File: src/rtl/wdpll_defs.vh
// register offsets, field positions, reset values and timing counts of the watchdog/divider block
`ifndef WDPLL_DEFS_VH
`define WDPLL_DEFS_VH

// register byte offsets
`define WDPLL_OFS_WDOG       8'h07
`define WDPLL_OFS_FBDIV      8'h08
`define WDPLL_OFS_REFDIV     8'h09

// reset values
`define WDPLL_RST_WDOG       8'h00
`define WDPLL_RST_FBDIV      8'h00
`define WDPLL_RST_REFDIV     8'h00

// watchdog control fields
`define WDPLL_WD_PINMODE     7
`define WDPLL_WD_REVERT      6
`define WDPLL_WD_TEST        5
`define WDPLL_WD_FLAG        4
`define WDPLL_WD_IVL_HI      3
`define WDPLL_WD_IVL_LO      0

// feedback divider register fields
`define WDPLL_FB_PULSE       7
`define WDPLL_FB_VAL_HI      6
`define WDPLL_FB_VAL_LO      0

// reference divider register fields
`define WDPLL_RF_SKEW        7
`define WDPLL_RF_VAL_HI      6
`define WDPLL_RF_VAL_LO      1
`define WDPLL_RF_SRC         0

// timing: clock period, watchdog tick, spread rate
`define WDPLL_CLK_PERIOD_NS  10
`define WDPLL_WD_TICK_MS     1000
`define WDPLL_WD_TICK_CYC    ((`WDPLL_WD_TICK_MS * 1000000) / `WDPLL_CLK_PERIOD_NS)
`define WDPLL_SS_RATE_HZ     33000
`define WDPLL_SS_HALF_CYC    ((1000000000 / `WDPLL_CLK_PERIOD_NS) / `WDPLL_SS_RATE_HZ / 2)
`define WDPLL_RST_PULSE_CYC  16
`define WDPLL_TEST_PULSE_CYC 1
`define WDPLL_BUS_DIV        3

`endif

File: src/rtl/wdpll_ctrl.v
// watchdog, divider programming, strap capture and bus clock stop control
// Function
// bit 7 chooses power-down input or reset output
// bit 6 chooses revert frequency after expiry
// host writes zero to test bit 5
// expiry flag set on timeout, cleared with interval
// low nibble: off or n seconds interval
// expiry with pin as output pulses reset
// rising write of bit 7 makes one pulse
// seven-bit feedback divider value for PLL
// six-bit reference divider value for PLL
// skew bit shifts one cpu output
// source bit picks programmed or ROM dividers
// derived clocks keep ratio to cpu clock
// host keeps dividers in legal range
// cpu frequency is constant times N over M
// straps captured before any clock enabled
// clocks held off until PLL lock
// spread only on cpu PLL outputs
// center/down spread, two amounts, 33 kHz
// halt sampled, stops at next falling edge
// 66 MHz link outputs ignore halt
// per-output free-running enable, default off
// keep last two software frequency settings
`include "wdpll_defs.vh"

module wdpll_ctrl #(
  parameter WD_TICK_CYC    = `WDPLL_WD_TICK_CYC,   // cycles per watchdog second
  parameter RST_PULSE_CYC  = `WDPLL_RST_PULSE_CYC, // reset pulse length
  parameter TEST_PULSE_CYC = `WDPLL_TEST_PULSE_CYC // one period of latched frequency
) (
  input  wire       i_clk_sys,
  input  wire       i_rst_n,
  input  wire       i_reg_wr,                    // byte write strobe
  input  wire       i_reg_rd,                    // byte read strobe
  input  wire [7:0] i_reg_addr,                  // register offset
  input  wire [7:0] i_reg_wdata,                 // write data
  output reg  [7:0] o_reg_rdata,                 // read data
  input  wire       i_shared_pin_in,             // shared pin level
  output wire       o_shared_pin_out,            // shared pin drive value
  output wire       o_shared_pin_oe,             // shared pin drive enable
  output wire       o_system_reset_out_n,        // reset request, active low
  output wire       o_power_down,                // power-down request
  input  wire [3:0] i_frequency_strap_select,    // strap pins
  input  wire       i_pll_lock,                  // PLL lock from analog
  input  wire       i_ss_center,                 // spread mode: 1 center
  input  wire       i_ss_amount_hi,              // spread amount: 1 = 1.0 %
  input  wire       i_bus_clock_halt_n,          // bus clock stop, active low
  input  wire [5:0] i_free_run_en,               // per bus output free-running
  input  wire [2:0] i_link_66_sel,               // link output runs at 66 MHz
  output reg  [3:0] o_strap_fs,                  // latched strap value
  output wire       o_clk_out_en,                // clock outputs allowed
  output reg  [6:0] o_feedback_divider_value,    // divider N to PLL
  output reg  [5:0] o_reference_divider_value,   // divider M to PLL
  output reg        o_use_prog_div,              // 1 programmed, 0 ROM
  output reg        o_cpu_skew,                  // skew select
  output reg        o_cpu_pulse_t,               // test pulse true leg
  output reg        o_cpu_pulse_c,               // test pulse complement leg
  output reg        o_ss_enable,                 // spread on cpu PLL only
  output reg        o_ss_center,                 // spread mode to PLL
  output reg        o_ss_amount_hi,              // spread amount to PLL
  output reg        o_ss_dir,                    // modulation ramp direction
  output reg  [5:0] o_bus_clock_outputs,         // stoppable bus clocks
  output reg        o_free_running_bus_clock,    // not stopped by halt, only by o_clk_out_en
  output reg  [2:0] o_bus_or_link_clock          // bus or link clocks
);

  // register decode shared by write and read paths
  function hit;
    input [7:0] a;
    input [7:0] ofs;
    begin
      hit = (a == ofs);
    end
  endfunction

  // pin synchronisers: first stage read only by the second
  reg [1:0] pin_sync_ff;
  reg [1:0] lock_sync_ff;
  reg [1:0] halt_sync_ff;
  reg [1:0] ssc_sync_ff;
  reg [1:0] ssa_sync_ff;
  reg [3:0] strap_s1_ff;
  reg [3:0] strap_s2_ff;
  reg [8:0] sel_s1_ff;     // {link 66 select, free-run enables}, stage 1
  reg [8:0] sel_s2_ff;     // same selects, safe to read

  always @(posedge i_clk_sys or negedge i_rst_n)
  begin
    if (!i_rst_n)
    begin
      pin_sync_ff  <= 2'h3;
      lock_sync_ff <= 2'h0;
      halt_sync_ff <= 2'h3;
      ssc_sync_ff  <= 2'h0;
      ssa_sync_ff  <= 2'h0;
      strap_s1_ff  <= 4'h0;
      strap_s2_ff  <= 4'h0;
      sel_s1_ff    <= 9'h000;
      sel_s2_ff    <= 9'h000;
    end
    else
    begin
      pin_sync_ff  <= {pin_sync_ff[0], i_shared_pin_in};
      lock_sync_ff <= {lock_sync_ff[0], i_pll_lock};
      halt_sync_ff <= {halt_sync_ff[0], i_bus_clock_halt_n};
      ssc_sync_ff  <= {ssc_sync_ff[0], i_ss_center};
      ssa_sync_ff  <= {ssa_sync_ff[0], i_ss_amount_hi};
      strap_s1_ff  <= i_frequency_strap_select;
      strap_s2_ff  <= strap_s1_ff;
      sel_s1_ff    <= {i_link_66_sel, i_free_run_en};
      sel_s2_ff    <= sel_s1_ff;
    end
  end

  // strap capture after release, once the sync chain holds real data
  reg [1:0] strap_wait_ff;  // settling count
  reg       strap_done_ff;  // straps latched

  always @(posedge i_clk_sys or negedge i_rst_n)
  begin
    if (!i_rst_n)
    begin
      strap_wait_ff <= 2'h0;
      strap_done_ff <= 1'b0;
      o_strap_fs    <= 4'h0;
    end
    else if (!strap_done_ff)
    begin
      strap_wait_ff <= strap_wait_ff + 2'h1;
      if (strap_wait_ff == 2'h2)
      begin
        o_strap_fs    <= strap_s2_ff;
        strap_done_ff <= 1'b1;
      end
    end
  end

  // outputs only after straps are in and the PLL is locked
  assign o_clk_out_en = strap_done_ff & lock_sync_ff[1];

  // register write decode
  wire wr_wd  = i_reg_wr & hit(i_reg_addr, `WDPLL_OFS_WDOG);
  wire wr_fb  = i_reg_wr & hit(i_reg_addr, `WDPLL_OFS_FBDIV);
  wire wr_rf  = i_reg_wr & hit(i_reg_addr, `WDPLL_OFS_REFDIV);

  reg  [7:0]  wd_ctl_ff;       // watchdog control, flag bit kept apart
  reg         flag_ff;         // expiry flag
  reg  [7:0]  fb_reg_ff;       // feedback divider register
  reg  [7:0]  rf_reg_ff;       // reference divider register
  reg  [6:0]  prev_n_ff;       // older software setting
  reg  [5:0]  prev_m_ff;
  reg  [6:0]  cur_n_ff;        // newest software setting
  reg  [5:0]  cur_m_ff;
  reg  [26:0] tick_cnt_ff;     // one-second prescaler
  reg  [3:0]  sec_cnt_ff;      // elapsed seconds
  reg  [7:0]  rst_cnt_ff;      // reset pulse remaining

  wire [3:0]  ivl      = wd_ctl_ff[`WDPLL_WD_IVL_HI:`WDPLL_WD_IVL_LO];
  wire        pin_in_m = wd_ctl_ff[`WDPLL_WD_PINMODE];
  wire        tick     = (tick_cnt_ff == WD_TICK_CYC[26:0] - 27'h1);
  // counting stops once expired, until software clears the interval
  wire        armed    = (ivl != 4'h0) & !flag_ff;
  wire        expire   = armed & tick & (sec_cnt_ff == ivl - 4'h1);
  wire        new_ivl0 = wr_wd & (i_reg_wdata[3:0] == 4'h0);

  // watchdog timebase: a control write restarts the count
  always @(posedge i_clk_sys or negedge i_rst_n)
  begin
    if (!i_rst_n)
    begin
      tick_cnt_ff <= 27'h0;
      sec_cnt_ff  <= 4'h0;
    end
    else if (wr_wd || !armed)
    begin
      tick_cnt_ff <= 27'h0;
      sec_cnt_ff  <= 4'h0;
    end
    else if (tick)
    begin
      tick_cnt_ff <= 27'h0;
      sec_cnt_ff  <= sec_cnt_ff + 4'h1;
    end
    else
    begin
      tick_cnt_ff <= tick_cnt_ff + 27'h1;
    end
  end

  // expiry flag: a timeout in the clearing cycle still sets it
  always @(posedge i_clk_sys or negedge i_rst_n)
  begin
    if (!i_rst_n)
      flag_ff <= 1'b0;
    else if (expire)
      flag_ff <= 1'b1;
    else if (new_ivl0)
      flag_ff <= 1'b0;
  end

  // reset pulse on expiry, only while the pin is an output
  always @(posedge i_clk_sys or negedge i_rst_n)
  begin
    if (!i_rst_n)
      rst_cnt_ff <= 8'h0;
    else if (expire && !pin_in_m)
      rst_cnt_ff <= RST_PULSE_CYC[7:0];
    else if (rst_cnt_ff != 8'h0)
      rst_cnt_ff <= rst_cnt_ff - 8'h1;
  end

  // shared pin role
  assign o_shared_pin_oe      = !pin_in_m;
  assign o_shared_pin_out     = (rst_cnt_ff == 8'h0);
  assign o_system_reset_out_n = pin_in_m | (rst_cnt_ff == 8'h0);
  assign o_power_down         = pin_in_m & !pin_sync_ff[1];

  // control registers and software setting history
  always @(posedge i_clk_sys or negedge i_rst_n)
  begin
    if (!i_rst_n)
    begin
      wd_ctl_ff <= `WDPLL_RST_WDOG;
      fb_reg_ff <= `WDPLL_RST_FBDIV;
      rf_reg_ff <= `WDPLL_RST_REFDIV;
      prev_n_ff <= 7'h00;
      prev_m_ff <= 6'h00;
      cur_n_ff  <= 7'h00;
      cur_m_ff  <= 6'h00;
    end
    else
    begin
      // test bit stored as written; host keeps it zero
      if (wr_wd)
        wd_ctl_ff <= i_reg_wdata;
      if (wr_fb)
        fb_reg_ff <= i_reg_wdata;
      // a source-on write commits one software setting
      if (wr_rf)
      begin
        rf_reg_ff <= i_reg_wdata;
        if (i_reg_wdata[`WDPLL_RF_SRC])
        begin
          prev_n_ff <= cur_n_ff;
          prev_m_ff <= cur_m_ff;
          cur_n_ff  <= fb_reg_ff[`WDPLL_FB_VAL_HI:`WDPLL_FB_VAL_LO];
          cur_m_ff  <= i_reg_wdata[`WDPLL_RF_VAL_HI:`WDPLL_RF_VAL_LO];
        end
      end
      // revert handling on every watchdog expiry, with the pin as reset output or as power-down input
      if (expire)
      begin
        if (wd_ctl_ff[`WDPLL_WD_REVERT])
        begin
          fb_reg_ff[`WDPLL_FB_VAL_HI:`WDPLL_FB_VAL_LO] <= prev_n_ff;
          rf_reg_ff[`WDPLL_RF_VAL_HI:`WDPLL_RF_VAL_LO] <= prev_m_ff;
          rf_reg_ff[`WDPLL_RF_SRC]                     <= 1'b1;
        end
        else
          rf_reg_ff[`WDPLL_RF_SRC] <= 1'b0;
      end
    end
  end

  // divider values to the PLL; post dividers untouched keep all ratios,
  // so f_cpu = P * N / M for every strap selection
  always @(posedge i_clk_sys or negedge i_rst_n)
  begin
    if (!i_rst_n)
    begin
      o_feedback_divider_value  <= 7'h00;
      o_reference_divider_value <= 6'h00;
      o_use_prog_div            <= 1'b0;
      o_cpu_skew                <= 1'b0;
    end
    else
    begin
      o_feedback_divider_value  <= fb_reg_ff[`WDPLL_FB_VAL_HI:`WDPLL_FB_VAL_LO];
      o_reference_divider_value <= rf_reg_ff[`WDPLL_RF_VAL_HI:`WDPLL_RF_VAL_LO];
      o_use_prog_div            <= rf_reg_ff[`WDPLL_RF_SRC];
      o_cpu_skew                <= rf_reg_ff[`WDPLL_RF_SKEW];
    end
  end

  // test pulse on a 0 to 1 write of the trigger bit
  reg  [7:0] pulse_cnt_ff;
  wire       pulse_go = wr_fb & i_reg_wdata[`WDPLL_FB_PULSE] & !fb_reg_ff[`WDPLL_FB_PULSE];

  always @(posedge i_clk_sys or negedge i_rst_n)
  begin
    if (!i_rst_n)
    begin
      pulse_cnt_ff  <= 8'h0;
      o_cpu_pulse_t <= 1'b0;
      o_cpu_pulse_c <= 1'b1;
    end
    else
    begin
      if (pulse_go)
        pulse_cnt_ff <= TEST_PULSE_CYC[7:0];
      else if (pulse_cnt_ff != 8'h0)
        pulse_cnt_ff <= pulse_cnt_ff - 8'h1;
      o_cpu_pulse_t <= (pulse_cnt_ff != 8'h0);
      o_cpu_pulse_c <= (pulse_cnt_ff == 8'h0);
    end
  end

  // spread modulation ramp at 33 kHz, applied to cpu PLL only;
  // the fixed reference clocks never see this control
  reg [10:0] ss_cnt_ff;

  always @(posedge i_clk_sys or negedge i_rst_n)
  begin
    if (!i_rst_n)
    begin
      ss_cnt_ff      <= 11'h0;
      o_ss_dir       <= 1'b0;
      o_ss_enable    <= 1'b0;
      o_ss_center    <= 1'b0;
      o_ss_amount_hi <= 1'b0;
    end
    else
    begin
      if (ss_cnt_ff == `WDPLL_SS_HALF_CYC - 1)
      begin
        ss_cnt_ff <= 11'h0;
        o_ss_dir  <= !o_ss_dir;
      end
      else
        ss_cnt_ff <= ss_cnt_ff + 11'h1;
      o_ss_enable    <= o_clk_out_en;
      o_ss_center    <= ssc_sync_ff[1];
      o_ss_amount_hi <= ssa_sync_ff[1];
    end
  end

  // internal bus clock: one high, two low per period
  reg [1:0] bus_ph_ff;   // bus clock phase
  reg       run_ff;      // stoppable outputs running
  wire      bus_hi = (bus_ph_ff == 2'h0);

  always @(posedge i_clk_sys or negedge i_rst_n)
  begin
    if (!i_rst_n)
    begin
      bus_ph_ff <= 2'h0;
      run_ff    <= 1'b1;
    end
    else
    begin
      bus_ph_ff <= (bus_ph_ff == `WDPLL_BUS_DIV - 1) ? 2'h0 : bus_ph_ff + 2'h1;
      // gate moves only at the high-to-low point, so highs stay whole
      if (bus_hi)
        run_ff <= halt_sync_ff[1];
    end
  end

  // bus clock outputs; 66 MHz link outputs bypass the halt gate
  always @(posedge i_clk_sys or negedge i_rst_n)
  begin
    if (!i_rst_n)
    begin
      o_bus_clock_outputs      <= 6'h00;
      o_free_running_bus_clock <= 1'b0;
      o_bus_or_link_clock      <= 3'h0;
    end
    else
    begin
      o_bus_clock_outputs      <= {6{bus_hi & o_clk_out_en}} &
                                  ({6{run_ff}} | sel_s2_ff[5:0]);
      o_free_running_bus_clock <= bus_hi & o_clk_out_en;
      o_bus_or_link_clock      <= {3{bus_hi & o_clk_out_en}} &
                                  ({3{run_ff}} | sel_s2_ff[8:6]);
    end
  end

  // registered read; unmapped offsets answer zero
  always @(posedge i_clk_sys or negedge i_rst_n)
  begin
    if (!i_rst_n)
      o_reg_rdata <= 8'h00;
    else if (i_reg_rd)
    begin
      if (hit(i_reg_addr, `WDPLL_OFS_WDOG))
        o_reg_rdata <= {wd_ctl_ff[7:5], flag_ff, wd_ctl_ff[3:0]};
      else if (hit(i_reg_addr, `WDPLL_OFS_FBDIV))
        o_reg_rdata <= fb_reg_ff;
      else if (hit(i_reg_addr, `WDPLL_OFS_REFDIV))
        o_reg_rdata <= rf_reg_ff;
      else
        o_reg_rdata <= 8'h00;
    end
  end

endmodule // wdpll_ctrl

File: config.mk
export PLATFORM = sky130hd
export DESIGN_NAME = wdpll_ctrl
export DESIGN_NICKNAME = d
export VERILOG_FILES = /design/src/rtl/wdpll_ctrl.v
export VERILOG_INCLUDE_DIRS = /design/src /design/src/rtl
export SDC_FILE = /design/constraint.sdc
export NUM_CORES = 1
export LEC_CHECK = 0
export ABC_AREA = 1
export BUFFER_PORTS_ARGS = -buffer_cell sky130_fd_sc_hd__buf_4
export CAP_MARGIN = 20
export CORE_ASPECT_RATIO = 0.5
export CORE_UTILIZATION = 55
export CTS_CLUSTER_DIAMETER = 120
export DETAILED_ROUTE_END_ITERATION = 12
export GPL_ROUTABILITY_DRIVEN = 0
export GPL_TIMING_DRIVEN = 0
export PLACE_DENSITY_LB_ADDON = 0.2
export SYNTH_ARGS = -nofsm -noshare
export SYNTH_HDL_FRONTEND = slang
export SYNTH_SLANG_ARGS = --single-unit
File: constraint.sdc
create_clock -name i_clk_sys -period 3.6 [get_ports i_clk_sys]
set_input_delay 0 -clock i_clk_sys [delete_from_list [all_inputs] [get_ports i_clk_sys]]
set_output_delay 0 -clock i_clk_sys [all_outputs]
set_load 0.005 [all_outputs]
### Word level (Yosys, flattened, before mapping)

Cells that the tools add are included.

| storage, ports and cells | value |
|---|---|
| flip-flop bits (word level) | 194 |
| output and inout port bits | 48 |
| logic and storage cells | 124 |

| cells by class | value |
|---|---|
| $add $sub $neg | 8 |
| equality and inequality tests | 8 |
| multiplexer cells | 24 |
| bitwise operators | 18 |
| reductions and logical operators | 22 |

Operators with widths:

| kind | number |
|---|---|
| $mux 8 | 7 |
| $mux 27 | 2 |
| $mux 7 | 5 |
| $add 27x1->27 const B | 1 |
| $eq 27x27->1 const B | 1 |
| $eq 8x4->1 const B | 2 |
| $logic_not 8->1 | 2 |
| $reduce_bool 8->1 | 2 |
| $sub 8x1->8 const B | 2 |
| $and 1x1->1 | 12 |
| $add 11x1->11 const B | 1 |
| $eq 11x11->1 const B | 1 |
| $mux 11 | 1 |
| $reduce_bool 2->1 | 5 |
| $eq 8x3->1 const B | 1 |
| $mux 4 | 2 |
| $and 6x6->6 | 1 |
| $logic_not 1->1 | 6 |
| $mux 6 | 1 |
| $or 6x6->6 | 1 |
| $mux 1 | 5 |
| $add 2x1->2 const B | 2 |
| $add 4x1->4 const B | 1 |
| $eq 2x2->1 const B | 2 |
| 13 further kinds | 14 |

### Depth between registers and ports, before layout

| logic depth | value |
|---|---|
| depth after elaboration | 6 |
| gate-level depth with buffers | 12 |
| gate-level depth less buffers | 11 |

### Least setup slack after synthesis

No wires, ideal clock.

| timing | value |
|---|---|
| kind | reg2reg |
| from | register wd_ctl_ff[0] |
| to | register rf_reg_ff[3] |
| library setup time | 0.116 ns |
| arrival | 1.511 ns |
| data required time | 3.484 ns |
| path slack | 1.973 ns |
| stages on the path, launching flop included | 13 |
| buffers on the path | 1 |
| period minus slack after synthesis | 1.627 ns |
| path through | dfrtp_1 > inv_2 > ha_1 > inv_1 > nand2_1 > nand2_1 > nor2_2 > inv_1 > nor3_2 > nand2_4 > buf_6 > nand2_1 > nand2_1 |

| between the ends | value |
|---|---|
| cells in the longest elaborated chain, start to end | 5 |
| elaborated cells on any way between the ends | 7 |
| classes of those cells | add/sub (1); eq/ne (1); mux (1); bitwise (3); reduce/logical (1) |

Ends and longest elaborated chain:

| what | RTL line | text |
|---|---|---|
| start, declared | wdpll_ctrl.v:147 | `reg [7:0] wd_ctl_ff;` |
| start signal, assigned | wdpll_ctrl.v:224 | `` wd_ctl_ff <= `WDPLL_RST_WDOG; `` |
| start signal, assigned | wdpll_ctrl.v:236 | `wd_ctl_ff <= i_reg_wdata;` |
| branches (longest 3 deep; another with $sub 4x1->4) | n/a |  |
| $and 1x1->1 * | wdpll_ctrl.v:164 | `wire expire = armed & tick & (sec_cnt_ff == ivl - 4'h1);` |
| $mux 7 * | wdpll_ctrl.v:252 | `if (expire)` |
| end signal, assigned | wdpll_ctrl.v:226 | `` rf_reg_ff <= `WDPLL_RST_REFDIV; `` |
| end signal, assigned | wdpll_ctrl.v:242 | `rf_reg_ff <= i_reg_wdata;` |
| end signal, assigned by index | wdpll_ctrl.v:257 | `` rf_reg_ff[`WDPLL_RF_VAL_HI:`WDPLL_RF_VAL_LO] <= prev_m_ff; `` |
| end, declared | wdpll_ctrl.v:150 | `reg [7:0] rf_reg_ff;` |

Every way passes the cells marked *.
A chain may end at the register's enable or synchronous reset.

### Final worst setup path

| timing | value |
|---|---|
| from | register rst_cnt_ff[0] |
| to | output port o_shared_pin_out |

| between the ends | value |
|---|---|
| cells in the longest elaborated chain, start to end | 1 |

Ends and longest elaborated chain:

| what | RTL line | text |
|---|---|---|
| start, declared | wdpll_ctrl.v:157 | `reg [7:0] rst_cnt_ff;` |
| start signal, assigned | wdpll_ctrl.v:208 | `rst_cnt_ff <= RST_PULSE_CYC[7:0];` |
| start signal, assigned | wdpll_ctrl.v:210 | `rst_cnt_ff <= rst_cnt_ff - 8'h1;` |
| $logic_not 8->1 | wdpll_ctrl.v:215 | `assign o_shared_pin_out = (rst_cnt_ff == 8'h0);` |
| end, declared | wdpll_ctrl.v:40 | `output wire o_shared_pin_out,` |

No other way between the ends.

==> metrics.md <==
| Metric | Value |
|---|---|
| Count leader, synth | nand2_1 |
| Worst Setup End Kind | primary output |
| Peak Freq | 524 MHz |
| Cell Rows | 31 |
| Int Power | 3.39 mW |
| Final Cell Area | 10200 µm² |
| DIE HEIGHT | 89.8 µm |
| Slew margin rel. | 54.8% |
| Gate power share | 8.8% |
| Postcts setup bufs | 0 |
| Port bufs | 83 |
| Largest net degree at the start of global routing | between 100 and 150 |
| Switch share | 26.3% |
| Mapped cell area | between 8000 and 9000 µm² |
| Asr flop ratio synth | 100% |
| Initial core utilization | 57.5% |
| Grt total ovfl | 0 |
| Post-synthesis cell count | between 900 and 1k |
| N_diodes | 0 |
| Startpoint Class | register |
| Final setup fails | 0 |
| Seq/Total Area, Yosys | 57.1% |
| Ys Warns | 0 |
| Total track usage | 25.9% |
| Reg2Reg Setup Slack | between 1.5 and 2 ns |
| Slowest CP cell | dfrtp_1 |
| Worst Path Buf+Inv | 3 |
| Clock Skews | 0.0101 ns |
| DRC Markers | 0 |
| Placed cell area | between 9000 and 10000 µm² |
| Worst EP required | 3.60 ns |
| Global routing usage on met1 | between 30% and 40% |
| Number of clock sinks | around 190 |
| Total negative slack | 0 ns |
| Critical-path cell list | inv_1 -> ha_1 -> nand2_1 -> nor2_1 -> nand2_1 -> inv_1 -> buf_4 |
| First-pass GRT wire length | 32600 µm |
| Crit Path Max Fanout | 6 |
| Drt first pass iters | 5 |
| Final WL | 18900 µm |
| Post-synthesis cell type count | 38 |
| Drt wl/cell | 14.3 µm |
| Final Hold Fails | 0 |
| Clock Power Share | 40.2% |
| Layout Nets | 1164 |
| Final worst slack | 1.69 ns |
| Reg power frac | between 50% and 60% |
| IO Count | 86 |
| Syn nets | 1033 |
| Min-delay src | i_reg_addr[3] |
| Synth Area per Inst | around 8.6 µm² |
| Top cells by count, synth | nand2_1 (299), dfrtp_1 (187), nor2_1 (131), inv_1 (102), nand3_1 (56) |
| Power Density | around 450 nW/µm² |
| Initial antenna violation count | 0 |
| DRT iter0 DRCs | 533 |
| Most frequently used flop master after synthesis | dfrtp_1 |
| Root Buffer | clkbuf_16 |
| CTS Buffer Depth | 2 |
| Vias per std cell | between 5 and 6 |
| Dpl hpwl | around 13000 µm |
| Antenna Nets Post-Route | 0 |
| Main area contributors after synthesis | dfrtp_1 (55%), nand2_1 (13%), nor2_1 (5.8%), inv_1 (4.5%), nand3_1 (3.3%) |
| Post-CTS Resized | 0 |
| Final Max Slew Viols | 0 |
| CTS buffer count | 17 |
| R2r startpoint | tick_cnt_ff[0] |
| Most used routing layer | met2 |
| Worst-Skew Late Latency | between 0.4 and 0.5 ns |
| Critical path endpoint | o_shared_pin_out |
| Arr. time, crit path | 1.91 ns |
| Max rail drop VDD | 367 µV |
| Net Switching | 1.21 mW |
| DR vias | 6860 |
| DIE WIDTH | between 150 and 200 µm |
| Pre-CTS WS | 1.73 ns |
| H-tree level count | 4 |
| Yosys reg bits | 193 |
| Largest area contributor in the netlist | dfrtp_1 |
| Met3 GRT Util | 4.57% |
| Met2 Resource Use GR | 43.1% |
| Layout cell share with drive strength beyond 1 | 16.1% |
| Crit path from | rst_cnt_ff[0] |
| R2R depth | 10 |
| CTS tree | done |
| Number of max-cap violations | 0 |
| Tcrit/Tclk final | 53.0% |
| Worst-Margin Slew | 0.679 ns |
| HP Class | in -> reg |
| Reg2reg end | rst_cnt_ff[1] |
| Core box area | 14700 µm² |
| Die footprint | 15900 µm² |
| Crit Path Class | reg -> out |
| Synth top area share | 55.2% |
| Worst-path clk slew | approximately 0.07 ns |
| P&R area growth vs syn | 20.9% |
| Stages on worst setup path | 7 |
| RSZ-0062 raised after global routing | false |
| Vias in the first global route | 6895 |
| EDFF count, synth | 0 |
| Status | complete, no violations |
| CP max stage delay | 0.38 ns |
| Worst path top cell family by delay | simple AND/OR/NAND/NOR gates |
| LEAKAGE | 5.08 nW |
| Crit path time final | 1.91 ns |
power groups by stage:
| stage | logic (mW) | clock network (mW) | registers, mW |
|---|---|---|---|
| after floorplan | 0.208 | 0 | 2.37 |
| after global placement | 0.350 | 0 | 2.38 |
| after detailed placement | 0.379 | 0 | 2.38 |
| after CTS | 0.407 | 1.88 | 2.34 |
| after global routing | 0.468 | 1.98 | 2.35 |
| final | 0.404 | 1.85 | 2.34 |
worst min path at each step:
stage | cells past startpoint | slack, ns | end
after floorplan | 0 | -0.30 | bus_ph_ff[0]
after global placement | 1 | 0.11 | pin_sync_ff[0]
after detailed placement | 1 | 0.05 | tick_cnt_ff[3]
after CTS | 5 | 0.009 | wd_ctl_ff[2]
after global routing | 6 | 0.06 | o_reg_rdata[5]
final | 5 | 0.02 | wd_ctl_ff[2]
layout by cell type (no fill, tap or decap), types with 2 or more instances in the layout:
master and n:
a21oi_1 18, a31oi_1 2, buf_2 3, buf_4 85
buf_6 2, clkbuf_1 11, clkbuf_16 17, clkinv_2 2
clkinv_4 3, clkinv_8 3, dfrtp_1 187, dfstp_2 6
dlygate4sd3_1 28, ha_1 9, inv_1 102, inv_2 11
inv_8 5, mux2_2 5, nand2_1 299, nand2_2 4
nand2_4 3, nand3_1 56, nand3_2 6, nand4_1 9
nor2_1 131, nor2_2 9, nor2_4 7, nor3_1 18
nor3_2 3, o211ai_1 6, o21ai_0 42, o21ai_1 5
or2_2 2, xnor2_1 3, xor2_1 15
registers in the layout, summed over array words and instances, names as in the netlist, 7 cells and up:
register,cells
cur_n_ff,7
wd_ctl_ff,7
pulse_cnt_ff,8
fb_reg_ff,8
ss_cnt_ff,11
rf_reg_ff,8
o_feedback_divider_value,7
prev_n_ff,7
sel_s2_ff,9
o_reg_rdata,8
rst_cnt_ff,8
sel_s1_ff,9
tick_cnt_ff,27
through the flow:
| step | power [mW] | cells | util, % | hold slack, ns |
|---|---|---|---|---|
| after floorplan | 2.58 | 986 | - | -0.296 |
| after global placement | 2.73 | 1267 | 63.4 | 0.109 |
| after detailed placement | 2.76 | 1268 | 63.6 | 0.0469 |
| after CTS | 4.63 | 1328 | 69.5 | 0.00931 |
| after global routing | 4.80 | 1328 | 69.5 | 0.0596 |
| final | 4.60 | 1328 | 69.5 | 0.0239 |
metal layers:
metal / up-vias / share of wire, % / wire length (µm)
li1: 3336 / - / -
met1: 3285 / 44 / 8410
met2: 208 / 49 / 9210
met3: 31 / 5.1 / 972
met4: 0 / 1.8 / 336
met5: - / 0 / 0
cell type report:
type                    count  area, µm²
plain buffers              20        105
clock buffers              18        439
clock inverters            14        149
fillers                  1177       4490
inverters                 113        424
multi-input cells         660       3110
flip-flops and latches    193       4840
well taps                 198        248
repair buffers            112        938
worst register-to-register path, cell delays in order, from the launching register on:
cell and delay, ns:
dfrtp_1 0.40, ha_1 0.23, nand3_2 0.12, inv_2 0.08
nand2_2 0.11, inv_2 0.14, nand2_1 0.07, nor2_2 0.18
nand3_1 0.15, nor2_4 0.20, nor2_1 0.08
cell families after synthesis:
kind of cell             count (synthesis)  share of synthesized area (%)
AND/OR/NAND/NOR                        549                           27.7
flip-flops                             193                           57.1
buffers and inverters                  133                           6.25
AO/OA/AOI/OAI                           79                           5.07
XOR/XNOR                                18                           1.86
adder cells (fa/ha/maj)                  9                           1.33
multiplexers                             5                          0.665
repair_timing:
action | in CTS | in global routing
hold buffers | 28 | 0
endpoints found under the setup margin | 0 | 0
hold endpoints to repair | 139 | 0
(Power assumes the default switching activity.)
